$ cat config.mk
export PLATFORM = sky130hd
export DESIGN_NAME = dds_dev_disable
export DESIGN_NICKNAME = d
export VERILOG_FILES = /design/src/common/dds_pkg.sv /design/src/common/dds_fifo_ctl_if.sv /design/src/rtl/dds_fifo_ctl_copy.sv /design/src/rtl/dds_dev_disable.sv
export SDC_FILE = /design/constraint.sdc
export NUM_CORES = 1
export LEC_CHECK = 0
export BUFFER_PORTS_ARGS = -buffer_cell sky130_fd_sc_hd__buf_2
export CORE_AREA = 2 2 67 69
export DETAILED_ROUTE_END_ITERATION = 10
export DIE_AREA = 0 0 69 71
export GPL_TIMING_DRIVEN = 0
export PLACE_DENSITY = 0.82
export REMOVE_ABC_BUFFERS = 1
export SLEW_MARGIN = 20
export SYNTH_ARGS = -nofsm -noshare
export SYNTH_HDL_FRONTEND = slang
export SYNTH_SLANG_ARGS = --single-unit
export TNS_END_PERCENT = 1
$ cat constraint.sdc
create_clock -name CLK_SYS_IN -period 3.17 [get_ports CLK_SYS_IN]
set_clock_uncertainty 0.15 [all_clocks]
set_input_delay 0.1585 -clock CLK_SYS_IN [delete_from_list [all_inputs] [get_ports CLK_SYS_IN]]
set_output_delay 0.1585 -clock CLK_SYS_IN [all_outputs]
set_load 0.01 [all_outputs]
$ cat src/common/dds_pkg.sv
package dds_pkg;
   // Register indices; byte address is four times the index
   localparam logic [7:0] IDX_SER1_COPY = 8'h20;
   localparam logic [7:0] IDX_SER2_COPY = 8'h21;
   localparam logic [7:0] IDX_DEV_DIS = 8'h22;
   localparam int BYTES_PER_REG = 4;
   // Fifo control copy fields
   localparam int FC_ENABLE_BIT = 0;
   localparam int FC_RX_CLEAR_BIT = 1;
   localparam int FC_TX_CLEAR_BIT = 2;
   localparam int FC_DMA_MODE_BIT = 3;
   localparam int FC_RX_TRIG_LSB = 6;
   localparam int FC_RX_TRIG_MSB = 7;
   localparam logic [7:0] FC_READ_MASK = 8'hcf;
   localparam logic [7:0] FC_COPY_RESET = 8'h00;
   // Device disable fields
   localparam int DD_WP_BIT = 0;
   localparam int DD_DEV_LSB = 3;
   localparam int DD_NUM_DEV = 5;
   localparam logic [7:0] DD_WRITE_MASK = 8'hf9;
   localparam logic [7:0] DD_RESET = 8'h00;
   // Lock field value that hands control to the lock pin
   localparam logic [1:0] LOCK_BY_PIN = 2'b01;
   // Bus answers
   localparam logic [31:0] RDATA_IDLE = 32'h0000_0000;
   // Bus transfer phases
   typedef enum logic [1:0] {APB_IDLE, APB_ANSWER} dds_apb_e;
endpackage : dds_pkg

$ cat src/common/dds_fifo_ctl_if.sv
`timescale 1ns/1ns
`default_nettype none
// Capture strobe, value and stored copy of one port's fifo control
interface dds_fifo_ctl_if;
   logic wr; // Control write strobe
   logic [7:0] wdata; // Value written
   logic [7:0] copy; // Stored copy
   modport cap (input wr, input wdata, output copy);
   modport use_side (output wr, output wdata, input copy);
endinterface : dds_fifo_ctl_if
`default_nettype wire

$ cat src/rtl/dds_fifo_ctl_copy.sv
`timescale 1ns/1ns
`default_nettype none
// Holds the last fifo control value written to one serial port
module dds_fifo_ctl_copy
(
   input wire logic clk_in, // System clock
   input wire logic reset_in, // Async reset, active high
   input wire logic ce_in, // Clock enable
   dds_fifo_ctl_if.cap fc // Strobe in, copy out
);
   logic [7:0] copy_r; // Stored value

   ////////////////////////////////////////////////////////////////
   // Capture on each write to the port while clock enable is high
   always_ff @(posedge clk_in or posedge reset_in)
   begin
      if (reset_in)
      begin
         copy_r <= dds_pkg::FC_COPY_RESET;
      end
      else if (ce_in && fc.wr)
      begin
         copy_r <= fc.wdata; // Last value wins
      end
   end

   assign fc.copy = copy_r;
endmodule : dds_fifo_ctl_copy
`default_nettype wire

$ cat src/rtl/dds_dev_disable.sv
// Register access over APB is this design's own decision.
`timescale 1ns/1ns
`default_nettype none
////////////////////////////////////////////////////////////////////
// Device disable register bank with fifo control copies, APB slave
////////////////////////////////////////////////////////////////////
// Overview of operation
// - Offset 20h reads first port fifo copy
// - Offset 21h reads second port fifo copy
// - Copy bits: enable, rx, tx clear, dma
// - Receive trigger level in bits 7:6
// - Disable register locked by pin when field 01
// - Disable bit one forces device off
// - Bits 3..7: floppy, midi, ser2, ser1, parallel
// - Bit 0 forces floppy write protect
// - Write protect is OR of four terms
// - Bits 2:1 reserved, read zero
module dds_dev_disable
#(
   parameter int ADDR_W = 12, // APB address width
   parameter int NUM_DEV = 5 // Logical devices under disable control
)
(
   input wire logic CLK_SYS_IN, // 20 MHz system clock
   input wire logic RESET_IN, // Async reset, active high
   input wire logic CE_IN, // Clock enable, freezes all state low
   input wire logic PSEL_IN, // APB select
   input wire logic PENABLE_IN, // APB access phase
   input wire logic PWRITE_IN, // APB direction, high writes
   input wire logic [ADDR_W-1:0] PADDR_IN, // APB byte address
   input wire logic [31:0] PWDATA_IN, // APB write data
   output logic [31:0] PRDATA_OUT, // APB read data
   output logic PREADY_OUT, // APB ready
   output logic PSLVERR_OUT, // APB error, unmapped address
   input wire logic SER1_FC_WR_IN, // First port fifo control write
   input wire logic [7:0] SER1_FC_DATA_IN, // First port written value
   input wire logic SER2_FC_WR_IN, // Second port fifo control write
   input wire logic [7:0] SER2_FC_DATA_IN, // Second port written value
   input wire logic [1:0] LOCK_CFG_IN, // Lock pin config field 3:2
   input wire logic LOCK_PIN_IN, // Lock pin level
   input wire logic [NUM_DEV-1:0] ACTIVATE_IN, // Device activate bits
   output logic [NUM_DEV-1:0] DEVICE_ON_OUT, // Device enables
   input wire logic DRIVE0_SELECT_N_IN, // Drive 0 select
   input wire logic DRIVE1_SELECT_N_IN, // Drive 1 select
   input wire logic FORCE_WP_IN, // Forced write protect option
   input wire logic WRITE_PROTECT_N_IN, // Write protect from drive
   output logic WRITE_PROTECT_N_OUT, // Write protect to floppy core
   output logic DEV_DIS_LOCKED_OUT // Disable register locked
);

   ////////////////////////////////////////////////////////////////
   // Elaboration checks
   if (NUM_DEV != dds_pkg::DD_NUM_DEV)
   begin : g_bad_dev
      $error("NUM_DEV must match the five disable bits");
   end
   if (ADDR_W < 10 || ADDR_W > 32)
   begin : g_bad_addr
      $error("ADDR_W must be 10 to 32");
   end

   ////////////////////////////////////////////////////////////////
   // Address constants
   localparam logic [ADDR_W-1:0] A_SER1 =
      ADDR_W'(int'(dds_pkg::IDX_SER1_COPY) * dds_pkg::BYTES_PER_REG);
   localparam logic [ADDR_W-1:0] A_SER2 =
      ADDR_W'(int'(dds_pkg::IDX_SER2_COPY) * dds_pkg::BYTES_PER_REG);
   localparam logic [ADDR_W-1:0] A_DEV_DIS =
      ADDR_W'(int'(dds_pkg::IDX_DEV_DIS) * dds_pkg::BYTES_PER_REG);

   ////////////////////////////////////////////////////////////////
   // Register select decode
   typedef enum logic [1:0] {SEL_NONE, SEL_SER1, SEL_SER2, SEL_DIS}
      dds_sel_e;

   // Maps a byte address to the register it names
   function automatic dds_sel_e reg_sel(input logic [ADDR_W-1:0] a);
      dds_sel_e s;
      s = SEL_NONE;
      if (a == A_SER1)
      begin
         s = SEL_SER1;
      end
      else if (a == A_SER2)
      begin
         s = SEL_SER2;
      end
      else if (a == A_DEV_DIS)
      begin
         s = SEL_DIS;
      end
      return s;
   endfunction : reg_sel

   // Read view of a fifo control copy
   function automatic logic [7:0] fc_view(input logic [7:0] raw);
      logic [7:0] v;
      v = raw & dds_pkg::FC_READ_MASK; // Bits 5:4 read zero
      return v;
   endfunction : fc_view

   ////////////////////////////////////////////////////////////////
   // Internal signals
   logic access_phase; // Select and enable both high
   logic answer_now; // First access cycle, answer goes out
   logic xfer_done; // Access cycle with ready shown
   logic locked_now; // Lock pin holds the disable register
   dds_sel_e sel_now; // Register named by the bus address
   dds_pkg::dds_apb_e apb_state_r; // Bus answer phase
   dds_pkg::dds_apb_e apb_state_nxt; // Next bus answer phase
   logic [31:0] rdata_nxt; // Read value for the answer
   logic [31:0] prdata_r; // Read data flop
   logic pready_r; // Ready flop
   logic pslverr_r; // Error flop
   logic [7:0] dev_dis_r; // Device disable register
   logic locked_r; // Lock flag flop
   logic wp_term; // Write protect before the flop
   logic wp_n_r; // Write protect flop
   logic [NUM_DEV-1:0] device_on_w; // Gathered device enable flops
   logic [7:0] ser1_copy; // First port copy as stored
   logic [7:0] ser2_copy; // Second port copy as stored

   ////////////////////////////////////////////////////////////////
   // Fifo control copies, one per serial port
   dds_fifo_ctl_if fc_port [2] (); // Index 0 first port, 1 second

   // Strobes and values from the serial ports
   assign fc_port[0].wr = SER1_FC_WR_IN;
   assign fc_port[0].wdata = SER1_FC_DATA_IN;
   assign fc_port[1].wr = SER2_FC_WR_IN;
   assign fc_port[1].wdata = SER2_FC_DATA_IN;

   // One capture register per port; host writes never reach them
   for (genvar p = 0; p < 2; p++)
   begin : g_copy
      dds_fifo_ctl_copy u_copy
      (
         .clk_in(CLK_SYS_IN), // System clock
         .reset_in(RESET_IN), // Async reset
         .ce_in(CE_IN), // Clock enable
         .fc(fc_port[p]) // Strobe in, copy out
      );
   end

   // Stored copies as seen by the read mux
   assign ser1_copy = fc_port[0].copy;
   assign ser2_copy = fc_port[1].copy;

   ////////////////////////////////////////////////////////////////
   // Bus decode
   // Select and enable together mark the access phase
   assign access_phase = PSEL_IN && PENABLE_IN;

   // The answer leaves in the first access cycle only
   assign answer_now = access_phase && (apb_state_r == dds_pkg::APB_IDLE);

   // Transfer ends at the edge where ready is seen high
   assign xfer_done = access_phase && pready_r;

   // Full byte address must match, so misaligned words are unmapped
   assign sel_now = reg_sel(PADDR_IN);

   ////////////////////////////////////////////////////////////////
   // Lock decode
   // Pin holds the register only while the field selects pin mode
   assign locked_now = (LOCK_CFG_IN == dds_pkg::LOCK_BY_PIN) && LOCK_PIN_IN;

   ////////////////////////////////////////////////////////////////
   // Bus answer state machine
   // Idle waits for an access; answer holds ready for one cycle
   always_comb
   begin
      apb_state_nxt = apb_state_r;
      unique case (apb_state_r)
         dds_pkg::APB_IDLE:
         begin
            if (access_phase)
            begin
               apb_state_nxt = dds_pkg::APB_ANSWER; // Access seen
            end
         end
         dds_pkg::APB_ANSWER:
         begin
            apb_state_nxt = dds_pkg::APB_IDLE; // Ready shown once
         end
         default:
         begin
            apb_state_nxt = dds_pkg::APB_IDLE; // Unused code, recover
         end
      endcase
   end

   // State flop
   always_ff @(posedge CLK_SYS_IN or posedge RESET_IN)
   begin
      if (RESET_IN)
      begin
         apb_state_r <= dds_pkg::APB_IDLE;
      end
      else if (CE_IN)
      begin
         apb_state_r <= apb_state_nxt;
      end
   end

   ////////////////////////////////////////////////////////////////
   // Bus answer flops
   // Ready rises for the cycle after the first access cycle
   always_ff @(posedge CLK_SYS_IN or posedge RESET_IN)
   begin
      if (RESET_IN)
      begin
         pready_r <= 1'h0;
      end
      else if (CE_IN)
      begin
         pready_r <= answer_now;
      end
   end

   // Error goes out with ready when the address names no register
   always_ff @(posedge CLK_SYS_IN or posedge RESET_IN)
   begin
      if (RESET_IN)
      begin
         pslverr_r <= 1'h0;
      end
      else if (CE_IN)
      begin
         pslverr_r <= answer_now && (sel_now == SEL_NONE);
      end
   end

   // Read value for the addressed register; unmapped reads give zero
   always_comb
   begin
      rdata_nxt = dds_pkg::RDATA_IDLE;
      unique case (sel_now)
         SEL_SER1:
         begin
            rdata_nxt = {24'h00_0000, fc_view(ser1_copy)};
         end
         SEL_SER2:
         begin
            rdata_nxt = {24'h00_0000, fc_view(ser2_copy)};
         end
         SEL_DIS:
         begin
            rdata_nxt = {24'h00_0000, dev_dis_r & dds_pkg::DD_WRITE_MASK};
         end
         SEL_NONE:
         begin
            rdata_nxt = dds_pkg::RDATA_IDLE; // Nothing at this address
         end
      endcase
   end

   // Read data sampled once, in the first access cycle, and held
   always_ff @(posedge CLK_SYS_IN or posedge RESET_IN)
   begin
      if (RESET_IN)
      begin
         prdata_r <= dds_pkg::RDATA_IDLE;
      end
      else if (CE_IN && answer_now)
      begin
         if (PWRITE_IN)
         begin
            prdata_r <= dds_pkg::RDATA_IDLE; // Writes return nothing
         end
         else
         begin
            prdata_r <= rdata_nxt; // Reads touch no port
         end
      end
   end

   ////////////////////////////////////////////////////////////////
   // Device disable register
   // Write lands at the end of the transfer unless the pin holds it
   always_ff @(posedge CLK_SYS_IN or posedge RESET_IN)
   begin
      if (RESET_IN)
      begin
         dev_dis_r <= dds_pkg::DD_RESET;
      end
      else if (CE_IN && xfer_done && PWRITE_IN && (sel_now == SEL_DIS))
      begin
         if (!locked_now)
         begin
            dev_dis_r <= PWDATA_IN[7:0] & dds_pkg::DD_WRITE_MASK;
         end
      end
   end

   // Lock flag shown to the outside, one cycle behind the pins
   always_ff @(posedge CLK_SYS_IN or posedge RESET_IN)
   begin
      if (RESET_IN)
      begin
         locked_r <= 1'h0;
      end
      else if (CE_IN)
      begin
         locked_r <= locked_now;
      end
   end

   ////////////////////////////////////////////////////////////////
   // Device enables
   // A set disable bit overrides the device's activate bit
   for (genvar d = 0; d < NUM_DEV; d++)
   begin : g_dev_on
      logic on_r; // Enable flop for this device

      // Disable bit d plus three belongs to device d
      always_ff @(posedge CLK_SYS_IN or posedge RESET_IN)
      begin
         if (RESET_IN)
         begin
            on_r <= 1'h0;
         end
         else if (CE_IN)
         begin
            on_r <= ACTIVATE_IN[d] && !dev_dis_r[dds_pkg::DD_DEV_LSB + d];
         end
      end

      assign device_on_w[d] = on_r;
   end

   ////////////////////////////////////////////////////////////////
   // Floppy write protect
   // Four terms ORed; the register bit alone forces protection
   assign wp_term = (DRIVE0_SELECT_N_IN && FORCE_WP_IN) ||
      (DRIVE1_SELECT_N_IN && FORCE_WP_IN) ||
      WRITE_PROTECT_N_IN ||
      dev_dis_r[dds_pkg::DD_WP_BIT];

   // Protected while in reset, so nothing is written before setup
   always_ff @(posedge CLK_SYS_IN or posedge RESET_IN)
   begin
      if (RESET_IN)
      begin
         wp_n_r <= 1'h1;
      end
      else if (CE_IN)
      begin
         wp_n_r <= wp_term;
      end
   end

   ////////////////////////////////////////////////////////////////
   // Outputs, each straight from a flop
   assign PRDATA_OUT = prdata_r;
   assign PREADY_OUT = pready_r;
   assign PSLVERR_OUT = pslverr_r;
   assign DEVICE_ON_OUT = device_on_w;
   assign WRITE_PROTECT_N_OUT = wp_n_r;
   assign DEV_DIS_LOCKED_OUT = locked_r;
endmodule : dds_dev_disable
`default_nettype wire

# ---- Yosys cells after proc, flatten, opt, wreduce, memory -nomap -nowiden
# Index checks and enable logic that the tools add are counted.
dict set report classes {
  bitwise_logic 1
  n_mux 7
  n_eq_ne 8
  n_reduce_logical 30
}
# operator count
set op_table {}
lappend op_table {{32-bit one-hot mux with 4 select lines} 1}
lappend op_table {{12-bit by 8-bit equality test with 1-bit output (second input constant)} 3}
lappend op_table {{32-bit two-way mux} 1}
lappend op_table {{1-bit logical AND} 18}
lappend op_table {{2-bit two-way mux} 5}
lappend op_table {{1-bit logical NOT} 5}
lappend op_table {{2-bit by 1-bit equality test with 1-bit output (second input constant)} 2}
lappend op_table {{2-bit equality test (second input constant)} 2}
lappend op_table {{2-bit logical NOT} 2}
lappend op_table {{2-bit AND reduction} 2}
lappend op_table {{1-bit logical OR} 3}
lappend op_table {{2-bit inequality test (second input constant)} 1}
lappend op_table {{1-bit inverter} 1}
dict set report totals {
  elab_cells 60
  out_inout_bits 41
  reg_bits 65
  input_bits 80
}

# ---- Depth between registers and ports, before layout
dict set report depth {
  depth_word 7
  ltp_mapped 6
  depth_no_buf 4
}

# ---- By module
# Synthesis repeated with hierarchy kept, for this count alone.
dict set report hier_totals {
  cells_unflattened 170
  hier_area_um2 1935.6
}
# module instances cells_each area_per_inst_um2 seq_area_each_um2
set modules_own_cells {}
lappend modules_own_cells {dds_dev_disable 1 134 1335.0 601.8}
lappend modules_own_cells {dds_fifo_ctl_copy 2 18 300.3 200.2}

# ---- Least setup slack after synthesis
# No wires, ideal clock.
dict set report synth_timing {
  path_kind {in2reg}
  startpoint {input port PADDR_IN[1]}
  endpoint {register dev_dis_r[0]}
  required_ns 2.895
  path_buffers 0
  setup_ns 0.125
  arrival_ns 1.408
  path_slack_ns 1.487
  stages 4
  cell_sequence {nor4_1 > nand3_1 > nor4_4 > mux2_2}
}
dict set report synth_between {
  elab_chain_len 7
  word_cells_on_any_way 9
  classes_between {eq/ne: 4; mux: 3; reduce/logical: 2}
}
# item line_no
set synth_rtl {}
lappend synth_rtl {{from (decl)} dds_dev_disable.sv:30} ;# input wire logic [ADDR_W-1:0] PADDR_IN,
lappend synth_rtl {{12-bit by 8-bit equality test with 1-bit output} dds_dev_disable.sv:88} ;# else if (a == A_DEV_DIS)
lappend synth_rtl {{2-bit two-way mux} dds_dev_disable.sv:88}
lappend synth_rtl {{2-bit two-way mux} dds_dev_disable.sv:84} ;# else if (a == A_SER2)
lappend synth_rtl {{2-bit two-way mux *} dds_dev_disable.sv:80} ;# if (a == A_SER1)
lappend synth_rtl {{2-bit equality test *} dds_dev_disable.sv:287} ;# else if (CE_IN && xfer_done && PWRITE_IN && (sel_now == SEL_DIS))
lappend synth_rtl {{1-bit logical AND *} dds_dev_disable.sv:287}
lappend synth_rtl {{2-bit AND reduction (no source line) *} -}
lappend synth_rtl {{to (signal assigned)} dds_dev_disable.sv:285} ;# dev_dis_r <= dds_pkg::DD_RESET;
lappend synth_rtl {{to (signal assigned)} dds_dev_disable.sv:291} ;# dev_dis_r <= PWDATA_IN[7:0] & dds_pkg::DD_WRITE_MASK;
lappend synth_rtl {{to (decl)} dds_dev_disable.sv:115} ;# logic [7:0] dev_dis_r;
# Every way passes the cells marked *; elsewhere a longest branch is shown, timed or not.
# A chain may end at the register's enable or synchronous reset.

# ---- Worst setup path after layout
dict set report layout_timing {
  startpoint {input port CE_IN}
  endpoint {register prdata_r[1] (netlist: PRDATA_OUT[1])}
}
dict set report layout_between {
  elab_chain_len 1
}
# item line_no
set layout_rtl {}
lappend layout_rtl {{from (decl)} dds_dev_disable.sv:26} ;# input wire logic CE_IN,
lappend layout_rtl {{1-bit logical AND} dds_dev_disable.sv:265} ;# else if (CE_IN && answer_now)
lappend layout_rtl {{to (signal assigned)} dds_dev_disable.sv:263} ;# prdata_r <= dds_pkg::RDATA_IDLE;
lappend layout_rtl {{to (signal assigned)} dds_dev_disable.sv:269} ;# prdata_r <= dds_pkg::RDATA_IDLE;
lappend layout_rtl {{to (signal assigned)} dds_dev_disable.sv:273} ;# prdata_r <= rdata_nxt;
lappend layout_rtl {{to (decl)} dds_dev_disable.sv:112} ;# logic [31:0] prdata_r;
# No other way between the ends.

==> metrics <==
outcome finished clean; CTS tree built; Final Setup Violations 0; area leader, netlist dfrtp_1; CTS resizes 0; hold_ws 0.0762 ns; register area 902 um^2; CP Capture Type register; Tightest Pin Transition 0.747 ns; global route overflow 0; Period minus WS final 1.92 ns; # diodes 0; max cap viols 0; commonest non-fill, non-tap cells in the layout buf_2 (66), dfrtp_1 (35), dlygate4sd3_1 (26); core area 4200 um^2; DRT Pass-1 Iters 4; Nets 329; vias 1,393; H-tree depth 2; DR WL/cell 12.9 um; synth unique cells 26; Sink Count 36; Crit path buffers/inverters 1; Antenna Nets Post-Route 0; Starting DRT DRC Count 47; max incr delay on CP 0.63 ns; Most used DFF post-synth dfrtp_1; gpl congestion 0.761; largest net degree at the start of global routing 37; Synth async-reset ratio 100%; first-pass GRT wire length 6380 um; Syn Std Cell Area 1790 um^2; CP startpoint kind input pin; CP cell instances buf_2, nand3_1, nand2b_1, nor3_1, a22o_1; register bit total from synthesis 36; die height 71 um; FP Rows 24; area delta synth->final 33.2%; Residual DRC 0; most common cell after layout, fill and taps aside buf_2; antenna violations before repair 0; kind of critical path input pin to register; layout cells sized above 1 38.0%; CP delay by family, top simple AND/OR/NAND/NOR gates; Power Dens Cells 419 nW/um^2; RSZ-0062 raised after global routing false; Final Slew Violations 0; final-report hold violation count 0; share of Yosys cell area claimed by the top area cell type 49.0%; HPWL Detailed 2730 um; Initial Utilization 42.5%; area taken by multi-input logic gates 698 um^2; vias in the first global route 1,391; Slew Limit Headroom 50.1%; sequential area share after synthesis 50.5%; Tcrit/Tclk final 60.4%; Min-Delay Path Class input pin to register; final worst slack 1.25 ns; CP Data Arrival Time 1.98 ns; Req. time, crit path 3.24 ns; Die Width 69 um; Peak VDD IR 272 uV; pre-CTS setup slack 0.953 ns; Leakage Power 0.00122 uW; Yosys Warn Count 0; clock transition at the registers of the reported paths 0.07 ns; cells after synthesis 161; Setup Buffers After CTS 0; All-Layer GR Usage 16.9%; I/O pin count 121; CTS Root Cell clkbuf_8; Die ar. 4900 um^2; setup TNS 0 ns; number of fill cells 387; final wirelength 3890 um; fmax 0.522 GHz; Critical Path Fanout Max 19; IO buf count 66; CTS Buf Count 5; largest cells by area after synthesis dfrtp_1 (49%), buf_4 (12%), mux2_2 (12%), o21ai_0 (3.9%), mux2i_1 (3.4%); CTS hold repair buffers 26; slowest CP cell nor3_1; syn avg cell area 11.1 um^2; number of synthesized flops with an enable pin 0; clock tree buffer depth 2; Clock Latency Late Sink 0.29 ns; Avg Vias per Cell 4.61
cell usage after synthesis (2+ instances only):
cell,count
a22o_1,6
buf_2,2
buf_4,29
clkbuf_1,3
dfrtp_1,35
inv_1,9
mux2_2,19
mux2i_1,6
nand2_1,11
nand3_1,2
nand3b_1,5
nor2_1,7
o21ai_0,14
power breakdown:
group / internal [uW] / switching, uW / total (uW)
clock: 177 / 150 / 327
combinational: 83.0 / 75.7 / 159
sequential: 494 / 17.4 / 511
metal layers:
metal	vias to the layer above	part of all wire (%)	global-route usage [%]
li1	674	-	-
met1	661	39	18.9
met2	52	53	30.7
met3	6	6.6	5.41
met4	0	1.4	5.23
met5	-	0	0
final cells by class:
class,count,share of cell area (%)
well taps,52,2.73
flip-flops and latches,36,37.9
clock buffers,8,3.79
repair buffers,92,24.8
inverters,9,1.42
multi-input cells,105,29.3
path summary, 6_finish.rpt:
kind	from	end	slack [ns]	cells after the start
min in group asynchronous	RESET_IN	PRDATA_OUT[5]	0.40	3
worst min register to register	PRDATA_OUT[5]	PRDATA_OUT[5]	0.36	2
max in group asynchronous	RESET_IN	g_copy[0].u_copy.fc.copy[6]	1.99	3
worst max-delay path	CE_IN	PRDATA_OUT[1]	1.25	5
worst min-delay path	PWRITE_IN	PRDATA_OUT[5]	0.08	3
worst max register to register	apb_state_r[0]	PRDATA_OUT[1]	1.39	4
logic make-up after synthesis:
| family | Yosys count | share of synthesized area [%] |
|---|---|---|
| AOI/OAI and AO/OA | 23 | 7.84 |
| other | 1 | 0.210 |
| and+or+nand+nor | 33 | 10.9 |
| DFF | 36 | 50.5 |
| buffers and inverters | 43 | 15.3 |
| muxes | 25 | 15.3 |
flip-flops by register name, indices dropped and copies added (netlist names):
register and flops:
PREADY_OUT 1, g_copy.u_copy.fc.copy 12, DEV_DIS_LOCKED_OUT 1, dev_dis_r 6, WRITE_PROTECT_N_OUT 1, PSLVERR_OUT 1, apb_state_r 1, g_dev_on.on_r 5
PRDATA_OUT 8
stage by stage:
stage | cells | instance area [um^2] | total power (uW) | util (%)
6_report | 302 | 2380 | 997 | 56.6
5_1_grt | 302 | 2380 | 1060 | 56.6
4_1_cts | 302 | 2380 | 1020 | 56.6
3_5_place_dp | 268 | 2030 | 653 | 48.3
3_3_place_gp | 268 | 2030 | 647 | 48.3
2_1_floorplan | 150 | 1630 | 590 | -
worst register-to-register path: cells and delay by family (launching register included):
kind | cells | cell delay [ns]
AO/OA/AOI/OAI | 1 | 0.24
buffers and inverters | 1 | 0.07
flip-flops | 1 | 0.38
AND/OR/NAND/NOR | 2 | 0.89
No activity file was read; power rests on OpenSTA's default activity.
